## src/hw/dcw_pkg.sv

```systemverilog
// package: register map, fields, reset values and timing for the capture writeback block
package dcw_pkg;
  // ==========================================
  // register offsets (byte addresses)
  localparam logic [7:0] dcw_off_func_ctl = 8'h00;
  localparam logic [7:0] dcw_off_stride = 8'h04;
  localparam logic [7:0] dcw_off_surf = 8'h08;
  localparam logic [7:0] dcw_off_tail2 = 8'h0c;
  localparam logic [7:0] dcw_off_status = 8'h10;
  localparam logic [7:0] dcw_off_mask = 8'h14;
  localparam logic [7:0] dcw_off_htiming = 8'h18;
  localparam logic [7:0] dcw_off_vtiming = 8'h1c;
  // ==========================================
  // function control fields
  localparam int dcw_fc_func_en = 31;
  localparam int dcw_fc_trig_mode = 30;
  localparam int dcw_fc_start = 29;
  localparam int dcw_fc_stop = 28;
  localparam int dcw_fc_frame_lsb = 0;
  localparam int dcw_frame_w = 8;
  // status bits
  localparam int dcw_st_complete = 0;
  localparam int dcw_st_abort = 1;
  localparam int dcw_st_w = 2;
  // ==========================================
  // sizes and pointer granularity
  localparam int dcw_size_w = 13;
  localparam int dcw_addr_w = 32;
  localparam int dcw_max_h = 3840;
  localparam int dcw_max_v = 2160;
  localparam int dcw_ptr_lines = 16;
  localparam int dcw_ptr_shift = 4;
  localparam int dcw_vblank_lines = 1;
  // reset values
  localparam logic [31:0] dcw_rst_zero = 32'h0000_0000;
  localparam logic [dcw_size_w-1:0] dcw_rst_hact = 13'h0780;
  localparam logic [dcw_size_w-1:0] dcw_rst_vact = 13'h0438;
  // ==========================================
  // capture sequencer states
  typedef enum logic [2:0]
  {
    dcw_idle = 3'b000,
    dcw_vblank = 3'b001,
    dcw_active = 3'b010,
    dcw_done = 3'b011,
    dcw_off = 3'b100
  } dcw_state_e;
endpackage : dcw_pkg

```

## src/hw/dcw_pix_if.sv

```systemverilog
// interface: one formatted pixel headed for memory, with its address
`timescale 1ns/1ns
interface dcw_pix_if;
  import dcw_pkg::*;
  logic valid;
  logic [dcw_addr_w-1:0] addr;
  logic [31:0] data;
  logic line_end;
  logic frame_end;
  modport src (output valid, output addr, output data, output line_end, output frame_end);
  modport dst (input valid, input addr, input data, input line_end, input frame_end);
endinterface : dcw_pix_if

```

## src/hw/dcw_addr_gen.sv

```systemverilog
// module: places captured pixels in memory from base, stride and active sizes
`timescale 1ns/1ns
module dcw_addr_gen
  import dcw_pkg::*;
(
  input wire logic ref_clk,
  input wire logic rstn,
  input wire logic clk_en,
  input wire logic start,
  input wire logic abort,
  input wire logic pix_in_valid,
  input wire logic [31:0] pix_in_data,
  input wire logic [dcw_size_w-1:0] hact,
  input wire logic [dcw_size_w-1:0] vact,
  input wire logic [dcw_addr_w-1:0] base,
  input wire logic [dcw_addr_w-1:0] stride,
  output logic [dcw_size_w-1:0] line_idx,
  dcw_pix_if.src pix
);
  typedef struct packed
  {
    logic run;
    logic [dcw_size_w-1:0] x;
    logic [dcw_size_w-1:0] y;
    logic [dcw_addr_w-1:0] line_addr;
    logic valid;
    logic [dcw_addr_w-1:0] addr;
    logic [31:0] data;
    logic line_end;
    logic frame_end;
  } dcw_ag_s;
  dcw_ag_s st;
  dcw_ag_s next_st;
  logic last_x;
  logic last_y;
  // ==========================================
  // pixel placement
  always_comb
  begin
    next_st = st;
    next_st.valid = 1'b0;
    next_st.line_end = 1'b0;
    next_st.frame_end = 1'b0;
    last_x = (st.x == hact - 13'h0001);
    last_y = (st.y == vact - 13'h0001);
    if (abort)
    begin
      next_st.run = 1'b0;
    end
    else if (start)
    begin
      next_st.run = 1'b1;
      next_st.x = '0;
      next_st.y = '0;
      next_st.line_addr = base;
    end
    else if (st.run && pix_in_valid)
    begin
      next_st.valid = 1'b1;
      next_st.addr = st.line_addr + {17'h00000, st.x, 2'b00};
      next_st.data = pix_in_data;
      next_st.x = st.x + 13'h0001;
      if (last_x)
      begin
        next_st.line_end = 1'b1;
        next_st.x = '0;
        next_st.y = st.y + 13'h0001;
        next_st.line_addr = st.line_addr + stride;
        if (last_y)
        begin
          next_st.frame_end = 1'b1;
          next_st.run = 1'b0;
        end
      end
    end
  end
  always_ff @(posedge ref_clk or negedge rstn)
  begin
    if (!rstn)
    begin
      st <= '0;
    end
    else if (clk_en)
    begin
      st <= next_st;
    end
  end
  assign line_idx = st.y;
  assign pix.valid = st.valid;
  assign pix.addr = st.addr;
  assign pix.data = st.data;
  assign pix.line_end = st.line_end;
  assign pix.frame_end = st.frame_end;
endmodule : dcw_addr_gen

```

## src/hw/dcw_ptr_msg.sv

```systemverilog
// module: builds encoder pointer messages with frame number and tail offset
`timescale 1ns/1ns
module dcw_ptr_msg
  import dcw_pkg::*;
(
  input wire logic ref_clk,
  input wire logic rstn,
  input wire logic clk_en,
  input wire logic start,
  input wire logic [dcw_frame_w-1:0] frame_num,
  input wire logic [dcw_size_w-1:0] tail_offset,
  input wire logic [dcw_size_w-1:0] line_idx,
  dcw_pix_if.dst pix,
  output logic msg_valid,
  output logic [dcw_frame_w-1:0] msg_frame,
  output logic [dcw_size_w-1:0] msg_tail,
  output logic msg_last
);
  typedef struct packed
  {
    logic [dcw_frame_w-1:0] frame;
    logic valid;
    logic [dcw_size_w-1:0] tail;
    logic last;
  } dcw_pm_s;
  dcw_pm_s st;
  dcw_pm_s next_st;
  logic [dcw_size_w-1:0] lines_done;
  // ==========================================
  // message every 16 written lines and at frame end
  always_comb
  begin
    next_st = st;
    next_st.valid = 1'b0;
    next_st.last = 1'b0;
    // row counter has already stepped past the finished line
    lines_done = line_idx;
    if (start)
    begin
      next_st.frame = frame_num;
    end
    if (pix.valid && pix.line_end &&
        (pix.frame_end || (lines_done[dcw_ptr_shift-1:0] == 4'h0)))
    begin
      next_st.valid = 1'b1;
      next_st.last = pix.frame_end;
      // tail counted from start of full frame
      next_st.tail = tail_offset + lines_done;
    end
  end
  always_ff @(posedge ref_clk or negedge rstn)
  begin
    if (!rstn)
    begin
      st <= '0;
    end
    else if (clk_en)
    begin
      st <= next_st;
    end
  end
  assign msg_valid = st.valid;
  assign msg_frame = st.frame;
  assign msg_tail = st.tail;
  assign msg_last = st.last;
endmodule : dcw_ptr_msg

```

## src/hw/dcw_capture.sv

```systemverilog
// module: top of the writeback capture transcoder
`timescale 1ns/1ns
module dcw_capture
  import dcw_pkg::*;
(
  input wire logic ref_clk,
  input wire logic rstn,
  input wire logic clk_en,
  input wire logic [7:0] reg_addr,
  input wire logic [31:0] reg_wdata,
  input wire logic reg_wr,
  input wire logic reg_rd,
  output logic [31:0] reg_rdata,
  input wire logic pipe_valid,
  input wire logic [31:0] pipe_data,
  output logic pipe_ready,
  output logic mem_wr,
  output logic [dcw_addr_w-1:0] mem_addr,
  output logic [31:0] mem_data,
  output logic msg_valid,
  output logic [dcw_frame_w-1:0] msg_frame,
  output logic [dcw_size_w-1:0] msg_tail,
  output logic msg_last,
  output logic irq
);
  typedef struct packed
  {
    dcw_state_e state;
    logic func_en;
    logic trig_mode;
    logic [dcw_frame_w-1:0] frame_arm;
    logic [dcw_addr_w-1:0] stride_arm;
    logic [dcw_addr_w-1:0] surf_arm;
    logic [dcw_size_w-1:0] tail_arm;
    logic [dcw_size_w-1:0] hact_arm;
    logic [dcw_size_w-1:0] vact_arm;
    logic [dcw_frame_w-1:0] frame_live;
    logic [dcw_addr_w-1:0] stride_live;
    logic [dcw_addr_w-1:0] surf_live;
    logic [dcw_size_w-1:0] tail_live;
    logic [dcw_size_w-1:0] hact_live;
    logic [dcw_size_w-1:0] vact_live;
    logic [dcw_size_w-1:0] vb_cnt;
    logic [dcw_st_w-1:0] status;
    logic [dcw_st_w-1:0] mask;
    logic [31:0] rdata;
    logic irq;
    logic go;
    logic abort;
    logic mem_wr;
    logic [dcw_addr_w-1:0] mem_addr;
    logic [31:0] mem_data;
    logic pipe_ready;
  } dcw_top_s;
  dcw_top_s st;
  dcw_top_s next_st;
  dcw_pix_if pix ();
  logic [dcw_size_w-1:0] line_idx;
  logic wr_fc;
  logic start_req;
  logic stop_req;
  logic [dcw_st_w-1:0] set_ev;
  logic [dcw_st_w-1:0] clr_ev;
  logic capture_on;
  // ==========================================
  // pixel placement and pointer messages
  dcw_addr_gen u_addr_gen
  (
    .ref_clk(ref_clk),
    .rstn(rstn),
    .clk_en(clk_en),
    .start(st.go),
    .abort(st.abort),
    .pix_in_valid(pipe_valid && capture_on),
    .pix_in_data(pipe_data),
    .hact(st.hact_live),
    .vact(st.vact_live),
    .base(st.surf_live),
    .stride(st.stride_live),
    .line_idx(line_idx),
    .pix(pix)
  );
  dcw_ptr_msg u_ptr_msg
  (
    .ref_clk(ref_clk),
    .rstn(rstn),
    .clk_en(clk_en),
    .start(st.go),
    .frame_num(st.frame_live),
    .tail_offset(st.tail_live),
    .line_idx(line_idx),
    .pix(pix),
    .msg_valid(msg_valid),
    .msg_frame(msg_frame),
    .msg_tail(msg_tail),
    .msg_last(msg_last)
  );
  // go cycle loads the placement counters, so no pixel is taken then
  assign capture_on = (st.state == dcw_active) && !st.go;
  // ==========================================
  // register writes, sequencer, status
  always_comb
  begin
    next_st = st;
    next_st.go = 1'b0;
    next_st.abort = 1'b0;
    wr_fc = reg_wr && (reg_addr == dcw_off_func_ctl);
    start_req = wr_fc && reg_wdata[dcw_fc_start];
    stop_req = wr_fc && reg_wdata[dcw_fc_stop];
    set_ev = '0;
    clr_ev = '0;
    if (wr_fc)
    begin
      next_st.func_en = reg_wdata[dcw_fc_func_en];
      next_st.trig_mode = reg_wdata[dcw_fc_trig_mode];
      next_st.frame_arm = reg_wdata[dcw_fc_frame_lsb +: dcw_frame_w];
    end
    if (reg_wr)
    begin
      case (reg_addr)
        dcw_off_stride: next_st.stride_arm = reg_wdata;
        dcw_off_surf: next_st.surf_arm = reg_wdata;
        dcw_off_tail2: next_st.tail_arm = reg_wdata[dcw_size_w-1:0];
        dcw_off_status: clr_ev = reg_wdata[dcw_st_w-1:0];
        dcw_off_mask: next_st.mask = reg_wdata[dcw_st_w-1:0];
        dcw_off_htiming: next_st.hact_arm = reg_wdata[dcw_size_w-1:0];
        dcw_off_vtiming: next_st.vact_arm = reg_wdata[dcw_size_w-1:0];
        default: next_st.mask = next_st.mask;
      endcase
    end
    case (st.state)
      dcw_off:
      begin
        if (next_st.func_en && next_st.trig_mode)
        begin
          next_st.state = dcw_idle;
        end
      end
      dcw_idle:
      begin
        if (!next_st.func_en)
        begin
          next_st.state = dcw_off;
        end
        else if (start_req && !stop_req)
        begin
          next_st.state = dcw_vblank;
          next_st.vb_cnt = '0;
        end
      end
      dcw_vblank:
      begin
        next_st.vb_cnt = st.vb_cnt + 13'h0001;
        if (st.vb_cnt == 13'(dcw_vblank_lines - 1))
        begin
          // double-buffered update point
          next_st.frame_live = st.frame_arm;
          next_st.stride_live = st.stride_arm;
          next_st.surf_live = st.surf_arm;
          next_st.tail_live = st.tail_arm;
          next_st.hact_live = st.hact_arm;
          next_st.vact_live = st.vact_arm;
          next_st.go = 1'b1;
          next_st.state = dcw_active;
        end
      end
      dcw_active:
      begin
        if (pix.valid && pix.frame_end)
        begin
          next_st.state = dcw_done;
        end
      end
      dcw_done:
      begin
        set_ev[dcw_st_complete] = 1'b1;
        next_st.state = next_st.func_en ? dcw_idle : dcw_off;
      end
      default: next_st.state = dcw_off;
    endcase
    // stop abandons a vblank or active capture, no completion flag; in done the completion flag is still set
    if (stop_req && (st.state != dcw_off))
    begin
      next_st.abort = 1'b1;
      set_ev[dcw_st_abort] = (st.state == dcw_vblank) || (st.state == dcw_active);
      next_st.state = next_st.func_en ? dcw_idle : dcw_off;
    end
    // set wins over clear
    next_st.status = (st.status & ~clr_ev) | set_ev;
    next_st.irq = |(next_st.status & next_st.mask);
    // pixels go to memory only
    next_st.mem_wr = pix.valid;
    next_st.mem_addr = pix.addr;
    next_st.mem_data = pix.data;
    next_st.pipe_ready = (next_st.state == dcw_active) && !next_st.go;
    next_st.rdata = '0;
    if (reg_rd)
    begin
      case (reg_addr)
        dcw_off_func_ctl: next_st.rdata = {st.func_en, st.trig_mode, 22'h000000, st.frame_arm};
        dcw_off_stride: next_st.rdata = st.stride_arm;
        dcw_off_surf: next_st.rdata = st.surf_arm;
        dcw_off_tail2: next_st.rdata = {19'h00000, st.tail_arm};
        dcw_off_status: next_st.rdata = {29'h00000000, capture_on, st.status};
        dcw_off_mask: next_st.rdata = {30'h00000000, st.mask};
        dcw_off_htiming: next_st.rdata = {19'h00000, st.hact_arm};
        dcw_off_vtiming: next_st.rdata = {19'h00000, st.vact_arm};
        default: next_st.rdata = '0;
      endcase
    end
  end
  always_ff @(posedge ref_clk or negedge rstn)
  begin
    if (!rstn)
    begin
      st <= '0;
      st.state <= dcw_off;
      st.hact_arm <= dcw_rst_hact;
      st.vact_arm <= dcw_rst_vact;
      st.hact_live <= dcw_rst_hact;
      st.vact_live <= dcw_rst_vact;
    end
    else if (clk_en)
    begin
      st <= next_st;
    end
  end
  assign reg_rdata = st.rdata;
  assign irq = st.irq;
  assign mem_wr = st.mem_wr;
  assign mem_addr = st.mem_addr;
  assign mem_data = st.mem_data;
  assign pipe_ready = st.pipe_ready;
endmodule : dcw_capture

```

## config.mk

```make
export PLATFORM = sky130hd
export DESIGN_NAME = dcw_capture
export DESIGN_NICKNAME = d
export VERILOG_FILES = /design/src/hw/dcw_pkg.sv /design/src/hw/dcw_pix_if.sv /design/src/hw/dcw_addr_gen.sv /design/src/hw/dcw_ptr_msg.sv /design/src/hw/dcw_capture.sv
export SDC_FILE = /design/constraint.sdc
export NUM_CORES = 1
export LEC_CHECK = 0
export BUFFER_PORTS_ARGS = -buffer_cell sky130_fd_sc_hd__clkbuf_2
export CAP_MARGIN = 5
export CORE_MARGIN = 2
export CORE_UTILIZATION = 50
export CTS_CLUSTER_DIAMETER = 80
export CTS_CLUSTER_SIZE = 24
export DETAILED_ROUTE_END_ITERATION = 10
export PLACE_DENSITY = 0.71
export SYNTH_ARGS = -nofsm -noshare
export SYNTH_HDL_FRONTEND = slang
export SYNTH_HIERARCHICAL = 1
export SYNTH_SLANG_ARGS = --single-unit
```

## constraint.sdc

```tcl
create_clock -name ref_clk -period 3 [get_ports ref_clk]
set_clock_uncertainty 0.2 [all_clocks]
set_input_delay 0.15 -clock ref_clk [delete_from_list [all_inputs] [get_ports ref_clk]]
set_output_delay 0.15 -clock ref_clk [all_outputs]
set_load 0.02 [all_outputs]
```

==> results of run 1 <==
[what timing repair did]
item                       4_1_cts  5_1_grt
setup endpoints to repair       60       75
gates resized for setup         62       95
hold endpoints to repair       444        0
pin swaps                       18       37
gates cloned                     1        7
hold buffers                    77        0
buffers inserted                 6       10
[final timing paths]
check                                                          from                                  end  slack, ns
worst max-delay path                            st[133]$_DFFE_PN0P_        u_addr_gen/st[70]$_DFFE_PN0P_      -0.25
worst min-delay path                                           rstn             mem_data[23]$_DFFE_PN0P_      0.003
worst max register to register                  st[133]$_DFFE_PN0P_        u_addr_gen/st[70]$_DFFE_PN0P_      -0.25
worst min register to register  u_addr_gen/pix.addr[14]$_DFFE_PN0P_  u_addr_gen/pix.addr[14]$_DFFE_PN0P_       0.28
max in group asynchronous                                      rstn                  st[162]$_DFFE_PN0P_       1.66
min in group ref_clk                                    reg_addr[1]             reg_rdata[1]$_DFFE_PN0P_       0.03
[cell usage after synthesis, types with 27 or more instances]
cell      instances  area share
xor2_1           38       0.013
mux2_2          335        0.15
xnor2_1          66       0.023
o21ai_0         118       0.023
nor2_1           74       0.011
buf_2            28      0.0055
a22oi_1          50       0.015
nand3_1          56       0.011
buf_4           176       0.052
o22ai_1          42       0.010
ha_1             62       0.030
dfrtp_1         477        0.47
clkbuf_1         63      0.0093
nand2_1         149       0.022
a21oi_1          69       0.014
nor3_1           27      0.0053
a31oi_1          29      0.0071
inv_1            79       0.012
[where the power goes]
group / switching [mW] / internal [mW] / leakage, nW
clock network: 2.51 / 2.11 / 0.503
logic: 0.397 / 0.288 / 7.01
registers: 0.0964 / 6.76 / 6.76
[flip-flops by register name (all words and copies together), names as in the netlist, 8 cells and up]
name / cells
st: 246
u_addr_gen/st: 46
mem_addr: 32
mem_data: 32
reg_rdata: 32
u_addr_gen/pix.addr: 32
u_addr_gen/pix.data: 32
u_addr_gen/line_idx: 13
u_ptr_msg/msg_tail: 13
u_ptr_msg/msg_frame: 8
[metal layers]
metal,routed length [um],GRT usage,vias to the layer above
li1,-,-,8446
met1,29600,0.347,9201
met2,29900,0.380,657
met3,3850,0.0264,87
met4,1440,0.0621,0
met5,0,0,-
[cells in the final DEF (no fill, tap or decap), drive strengths merged, types with 29 or more instances in the layout]
master | Yosys | final
xor2 | 38 | 38
buf | 216 | 168
a22oi | 50 | 50
a31oi | 29 | 29
nand3 | 56 | 56
clkbuf | 63 | 234
nand2 | 150 | 150
xnor2 | 66 | 66
nor3 | 35 | 35
dfrtp | 477 | 477
ha | 62 | 62
nor2 | 76 | 76
dlygate4sd3 | 0 | 77
inv | 79 | 88
mux2 | 335 | 335
o21ai | 134 | 134
o22ai | 42 | 42
a21oi | 70 | 70
[cells by family after synthesis]
family	count (synthesis)	synth area share
mux	355	0.159
compound gates	452	0.116
simple gates	454	0.0900
fa+ha+maj	65	0.0328
xor+xnor	104	0.0357
flops	494	0.486
buf+inv	358	0.0817
[critical path, stage by stage (launching register included)]
cell and delay, ns:
dfrtp_1 0.39, or4_4 0.53, buf_6 0.14, or4_4 0.40
and3b_1 0.20, o21ai_2 0.21, a2111oi_4 0.11, buf_6 0.16
buf_4 0.13, and2_4 0.16, buf_4 0.16, a221oi_2 0.27
a21oi_2 0.06
[metrics by stage]
stage          TNS (ns)  power [mW]  cell area (um2)  hold slack [ns]  setup WS [ns]
4_1_cts           -7.26        12.3            28900          0.00558         -0.209
3_3_place_gp      -7.77        7.56            26900           0.0631         -0.209
2_1_floorplan     -1.89        7.26            25600           -0.346        -0.0556
6_report          -6.93        12.2            29400          0.00349         -0.245
3_5_place_dp     -10.71        7.59            26900           0.0750         -0.274
5_1_grt          -12.30        12.6            29400           0.0538         -0.336
[final cells by class]
type | instances | share of cell area
timing repair buffer | 444 | 0.112
tap | 672 | 0.0286
clock buffer | 35 | 0.0269
sequential | 494 | 0.421
inverter | 79 | 0.0101
clock inverter | 17 | 0.00825
multi-input combinational | 1435 | 0.393
==> metrics.md, run 1 <==
| Metric | Value |
|---|---|
| Outcome | finished, violations left |
| Failing checks | setup timing |
| FP Rows | between 80 and 90 |
| Peak supply drop | 0.000414 V |
| Hold WC Path Type | in -> async |
| Layout area overhead | 15.4% |
| Clock Path Buffers | 3 |
| Setup violators final | 51 |
| Multi-input gate area | 11600 um2 |
| Yosys warning count | 6 |
| Post-Syn Nets | 2425 |
| CTS tree | built |
| Total core area | 50300 um2 |
| Fmax | approximately 310 MHz |
| Final Worst Setup Slack | -0.245 ns |
| Seq cells post-synth | 494 |
| Arrival @ worst endpoint | 3.52 ns |
| Placer congestion estimate | 0.951 |
| Max transition margin | 0.335 |
| Die W | 230 um |
| Final core utilization | 0.585 |
| Crit Path Category | reg -> reg |
| Mean number of vias per cell | a little under 6 |
| Final HPWL DP | 45.9 mm |
| Inserted Clock Buffers | 31 |
| WP data required | 3.27 ns |
| Pre-antenna DRT Iters | 8 |
| Sequential area share after synthesis | 0.486 |
| Worst-path maximum fanout | 6 |
| Antenna Diode Count | 0 |
| DRC | 0 |
| Htree depth | 1 |
| Post-synth EDFFs | 0 |
| Max Slew Vio Count | 0 |
| Clock Sinks | approximately 500 |
| Ys async rst share | 1.00 |
| Worst-margin pin slew | 0.990 ns |
| Max cap viols | 0 |
| Antenna Nets Post-Route | 0 |
| Clock root buffer | clkbuf_16 |
| Final non-filler cell total | between 3000 and 4000 |
| R2R cell count | 12 |
| Largest net degree at the start of global routing | 94 |
| Vias in the first global route | 18300 |
| Die height | roughly 230 um |
| Nets@finish | 2628 |
| Clock-pin slew on the worst setup and hold paths | about 0.080 ns |
| Port-buffer cells | ~200 |
| Leakage | around 14 nW |
| Pwr/cell area | just over 400 nW/um2 |
| Setup crit start kind | flip-flop |
| Setup crit end kind | flip-flop |
| Crit path time final | 3.25 ns |
| Starting Density | 0.507 |
| Final Cycle Share | 1.08 |
| Post-synth top flop | dfrtp_1 |
| Total routed wirelength | 64.8 mm |
| # IOs | 200 |
| Dpl cells | 3025 |
| Filler cells | 4103 |
| First-pass GRT wire length | 102 mm |
| Vias | roughly 18000 |
| Distinct cells, synth | 88 |
| Syn Std Cell Area | between 20000 and 30000 um2 |
| Wire length per cell | 20.4 um |
| Later-pin clock latency in the skew report | 0.60 ns |
| Die area | 52800 um2 |
| Drt initial violations | ~1200 |
| Initial antenna violation count | 0 |
| Avg Synthesized Cell Area | around 11 um2 |
| Synth Instances | 2282 |
| Final Hold Viols | 0 |
| GRT Util Overall | 0.238 |
| Layout cell share with drive strength beyond 1 | 0.359 |
| Global route overflow | 0 |
| Unrepaired setup endpoints after global routing | true |
| Register area | roughly 12000 um2 |
No activity file was read; power rests on OpenSTA's default activity.
==> inputs of run 2 (changes only) <==
Settings changed: PLACE_DENSITY 0.71 to 0.68.
==> metrics.md, run 2 (synthesis gave the netlist of run 1 again) <==
| Metric | Value |
|---|---|
| Outcome | finished, violations left (unchanged) |
| Failing checks | setup timing (unchanged) |
| Clock Sinks | 494 (unchanged) |
| Layout area overhead | 15.0% (was 15.4%) |
| Most flop-heavy register | st (unchanged) |
| Starting Density | 0.507 (unchanged) |
| Pre-CTS WS | -0.265 ns (was -0.274 ns) |
| Clock-pin slew on the worst setup and hold paths | 0.10 ns (was 0.08 ns) |
| Cell Area, Placed | 26900 um2 (about the same) |
| Antenna Nets Post-Route | 0 (unchanged) |
| CTS tree | built (unchanged) |
| Max Slew Vio Count | 0 (unchanged) |
| Max transition margin | 0.364 (was 0.335) |
| Vias | 18200 (was 18400) |
| Placer congestion estimate | 0.883 (was 0.951) |
| Register area | 12400 um2 (unchanged) |
| First-pass GRT wire length | 102 mm (about the same) |
| Port-buffer cells | 199 (unchanged) |
| Total routed wirelength | 63.9 mm (was 64.8 mm) |
| Layout cell share with drive strength beyond 1 | 0.347 (was 0.359) |
| R2R setup slack | -0.27 ns (was -0.25 ns) |
| WHS | 0.0190 ns (was 0.00349 ns) |
| Setup crit start kind | flip-flop (unchanged) |
| Global route overflow | 0 (unchanged) |
| Final Cycle Share | 1.09 (was 1.08) |
| Most common cell after layout, fill and taps aside | dfrtp_1 (unchanged) |
| Nets@finish | 2624 (was 2628) |
| Filler cells | 4123 (was 4103) |
| Later-pin clock latency in the skew report | 0.63 ns (was 0.60 ns) |
| FP Rows | 82 (unchanged) |
| Worst r2r dst | u_addr_gen/st[98]$_DFFE_PN0P_ (was u_addr_gen/st[70]$_DFFE_PN0P_) |
| Pre-antenna DRT Iters | 5 (was 8) |
| Unrepaired setup endpoints after global routing | true (unchanged) |
| Crit-path cells | or4_4, or4_4, a21boi_2, o21ai_2, a2111oi_4, buf_4, buf_4, and2_4, nand2_2, o221a_2, o211ai_1 (was or4_4, buf_6, or4_4, and3b_1, o21ai_2, a2111oi_4, buf_6, buf_4, and2_4, buf_4, a221oi_2, a21oi_2) |
| R2R cell count | 11 (was 12) |
| Worst-path maximum fanout | 5 (was 6) |
| Pwr/cell area | 409 nW/um2 (was 413 nW/um2) |
| Die height | 230 um (unchanged) |
| # IOs | 200 (unchanged) |
| Final core utilization | 0.584 (was 0.585) |
| WP data required | 3.36 ns (was 3.27 ns) |
| Final non-filler cell total | 3179 (was 3176) |
| Hold WC Path Type | in -> async (unchanged) |
| Die area | 52800 um2 (unchanged) |
| Final Cell Area | 29300 um2 (was 29400 um2) |
| Largest regs | st: 246 flops, u_addr_gen/st: 46 flops (unchanged) |
| Clock root buffer | clkbuf_16 (unchanged) |
| Max cap viols | 0 (unchanged) |
| Wire length per cell | 20.1 um (was 20.4 um) |
| Htree depth | 1 (unchanged) |
| Final HPWL DP | 45.8 mm (was 45.9 mm) |
| Initial antenna violation count | 3 (was 0) |
| Fmax | 306 MHz (was 308 MHz) |
| Dpl cells | 3021 (was 3025) |
| Setup violators final | 60 (was 51) |
| Die W | 230 um (unchanged) |
| Multi-input gate area | 11400 um2 (was 11600 um2) |
| Crit path time final | 3.27 ns (was 3.25 ns) |
| Total core area | 50300 um2 (unchanged) |
| GRT Util Overall | 0.240 (was 0.238) |
| Final Worst Setup Slack | -0.269 ns (was -0.245 ns) |
| Arrival @ worst endpoint | 3.63 ns (was 3.52 ns) |
| Inserted Clock Buffers | 30 (was 31) |
| Leakage | 14.2 nW (was 14.3 nW) |
| Crit path largest cell delay | 0.53 ns (about the same) |
| Clock Path Buffers | 3 (unchanged) |
| Crit Path Category | reg -> reg (unchanged) |
| Setup crit end kind | flip-flop (unchanged) |
| Drt initial violations | 1333 (was 1236) |
| DRC | 0 (unchanged) |
| Vias in the first global route | 18400 (was 18300) |
| Total power | 12.0 mW (was 12.2 mW) |
| Fin Setup TNS | -10.88 ns (was -6.93 ns) |
| Peak supply drop | 0.000430 V (was 0.000414 V) |
| Most frequent cells in the layout | dfrtp_1, mux2_2, clkbuf_2, nand2_1, buf_4 (was dfrtp_1, mux2_2, clkbuf_2, buf_4, nand2_1) |
| Largest net degree at the start of global routing | 94 (unchanged) |
| Mean number of vias per cell | 5.73 (was 5.79) |
| Final Hold Viols | 0 (unchanged) |
| Worst-margin pin slew | 0.953 ns (was 0.990 ns) |
| Worst r2r src | st[133]$_DFFE_PN0P_ (unchanged) |
| Slowest-stage cell, CP | or4_4 (unchanged) |
| Max reg flops | 246 (unchanged) |
[run 2: worst max-delay path by stage]
stage / slack, ns / start / cells after the start / to
after floorplan: -0.06 / st[133]$_DFFE_PN0P_ / 10 / u_addr_gen/st[89]$_DFFE_PN0P_
after global placement: -0.17 / st[139]$_DFFE_PN1P_ / 11 / u_addr_gen/st[97]$_DFFE_PN0P_
after detailed placement: -0.26 / st[139]$_DFFE_PN1P_ / 10 / u_addr_gen/line_idx[3]$_DFFE_PN0P_
after CTS: -0.23 / st[133]$_DFFE_PN0P_ / 13 / u_addr_gen/line_idx[3]$_DFFE_PN0P_
after global routing: -0.37 / st[133]$_DFFE_PN0P_ / 11 / u_addr_gen/line_idx[7]$_DFFE_PN0P_
final: -0.27 / st[133]$_DFFE_PN0P_ / 11 / u_addr_gen/st[98]$_DFFE_PN0P_
[run 2: worst max-delay path: cells and delay by family, from the launching register on]
| family | cells | cell delay (ns) |
|---|---|---|
| buf+inv | 2 | 0.33 |
| compound gates | 5 | 0.96 |
| simple gates | 4 | 1.33 |
| flops | 1 | 0.39 |
[run 2: cell type report]
cell class / instances / area share
Clock inverter: 15 / 0.00691
Multi-Input combinational cell: 1431 / 0.388
Clock buffer: 40 / 0.0269
Antenna cell: 3 / 0.000256
Inverter: 79 / 0.0101
Sequential cell: 494 / 0.422
Timing Repair Buffer: 445 / 0.117
Tap cell: 672 / 0.0287
[run 2: report_power, final]
| group | switching, mW | total (mW) | internal (mW) |
|---|---|---|---|
| Combinational | 0.407 | 0.697 | 0.290 |
| Sequential | 0.0854 | 6.84 | 6.76 |
| Clock | 2.49 | 4.47 | 1.98 |
| Total | 2.98 | 12.0 | 9.03 |
[run 2: timing repair]
item,CTS,global route
pin swaps,14,13
resized for setup,94,40
hold buffers,77,0
gates cloned,8,0
hold endpoints to repair,655,0
setup endpoints to repair,59,75
buffers inserted,11,4
[run 2: routing by layer]
layer  GRT usage  vias to the layer above  wire (um)  part of all wire
met5           0                        -          0                 0
met4      0.0609                        0       1610             0.025
met3      0.0301                      102       3510             0.055
met2       0.379                      569      29200              0.46
met1       0.350                     9145      29600              0.46
li1            -                     8408          -                 -
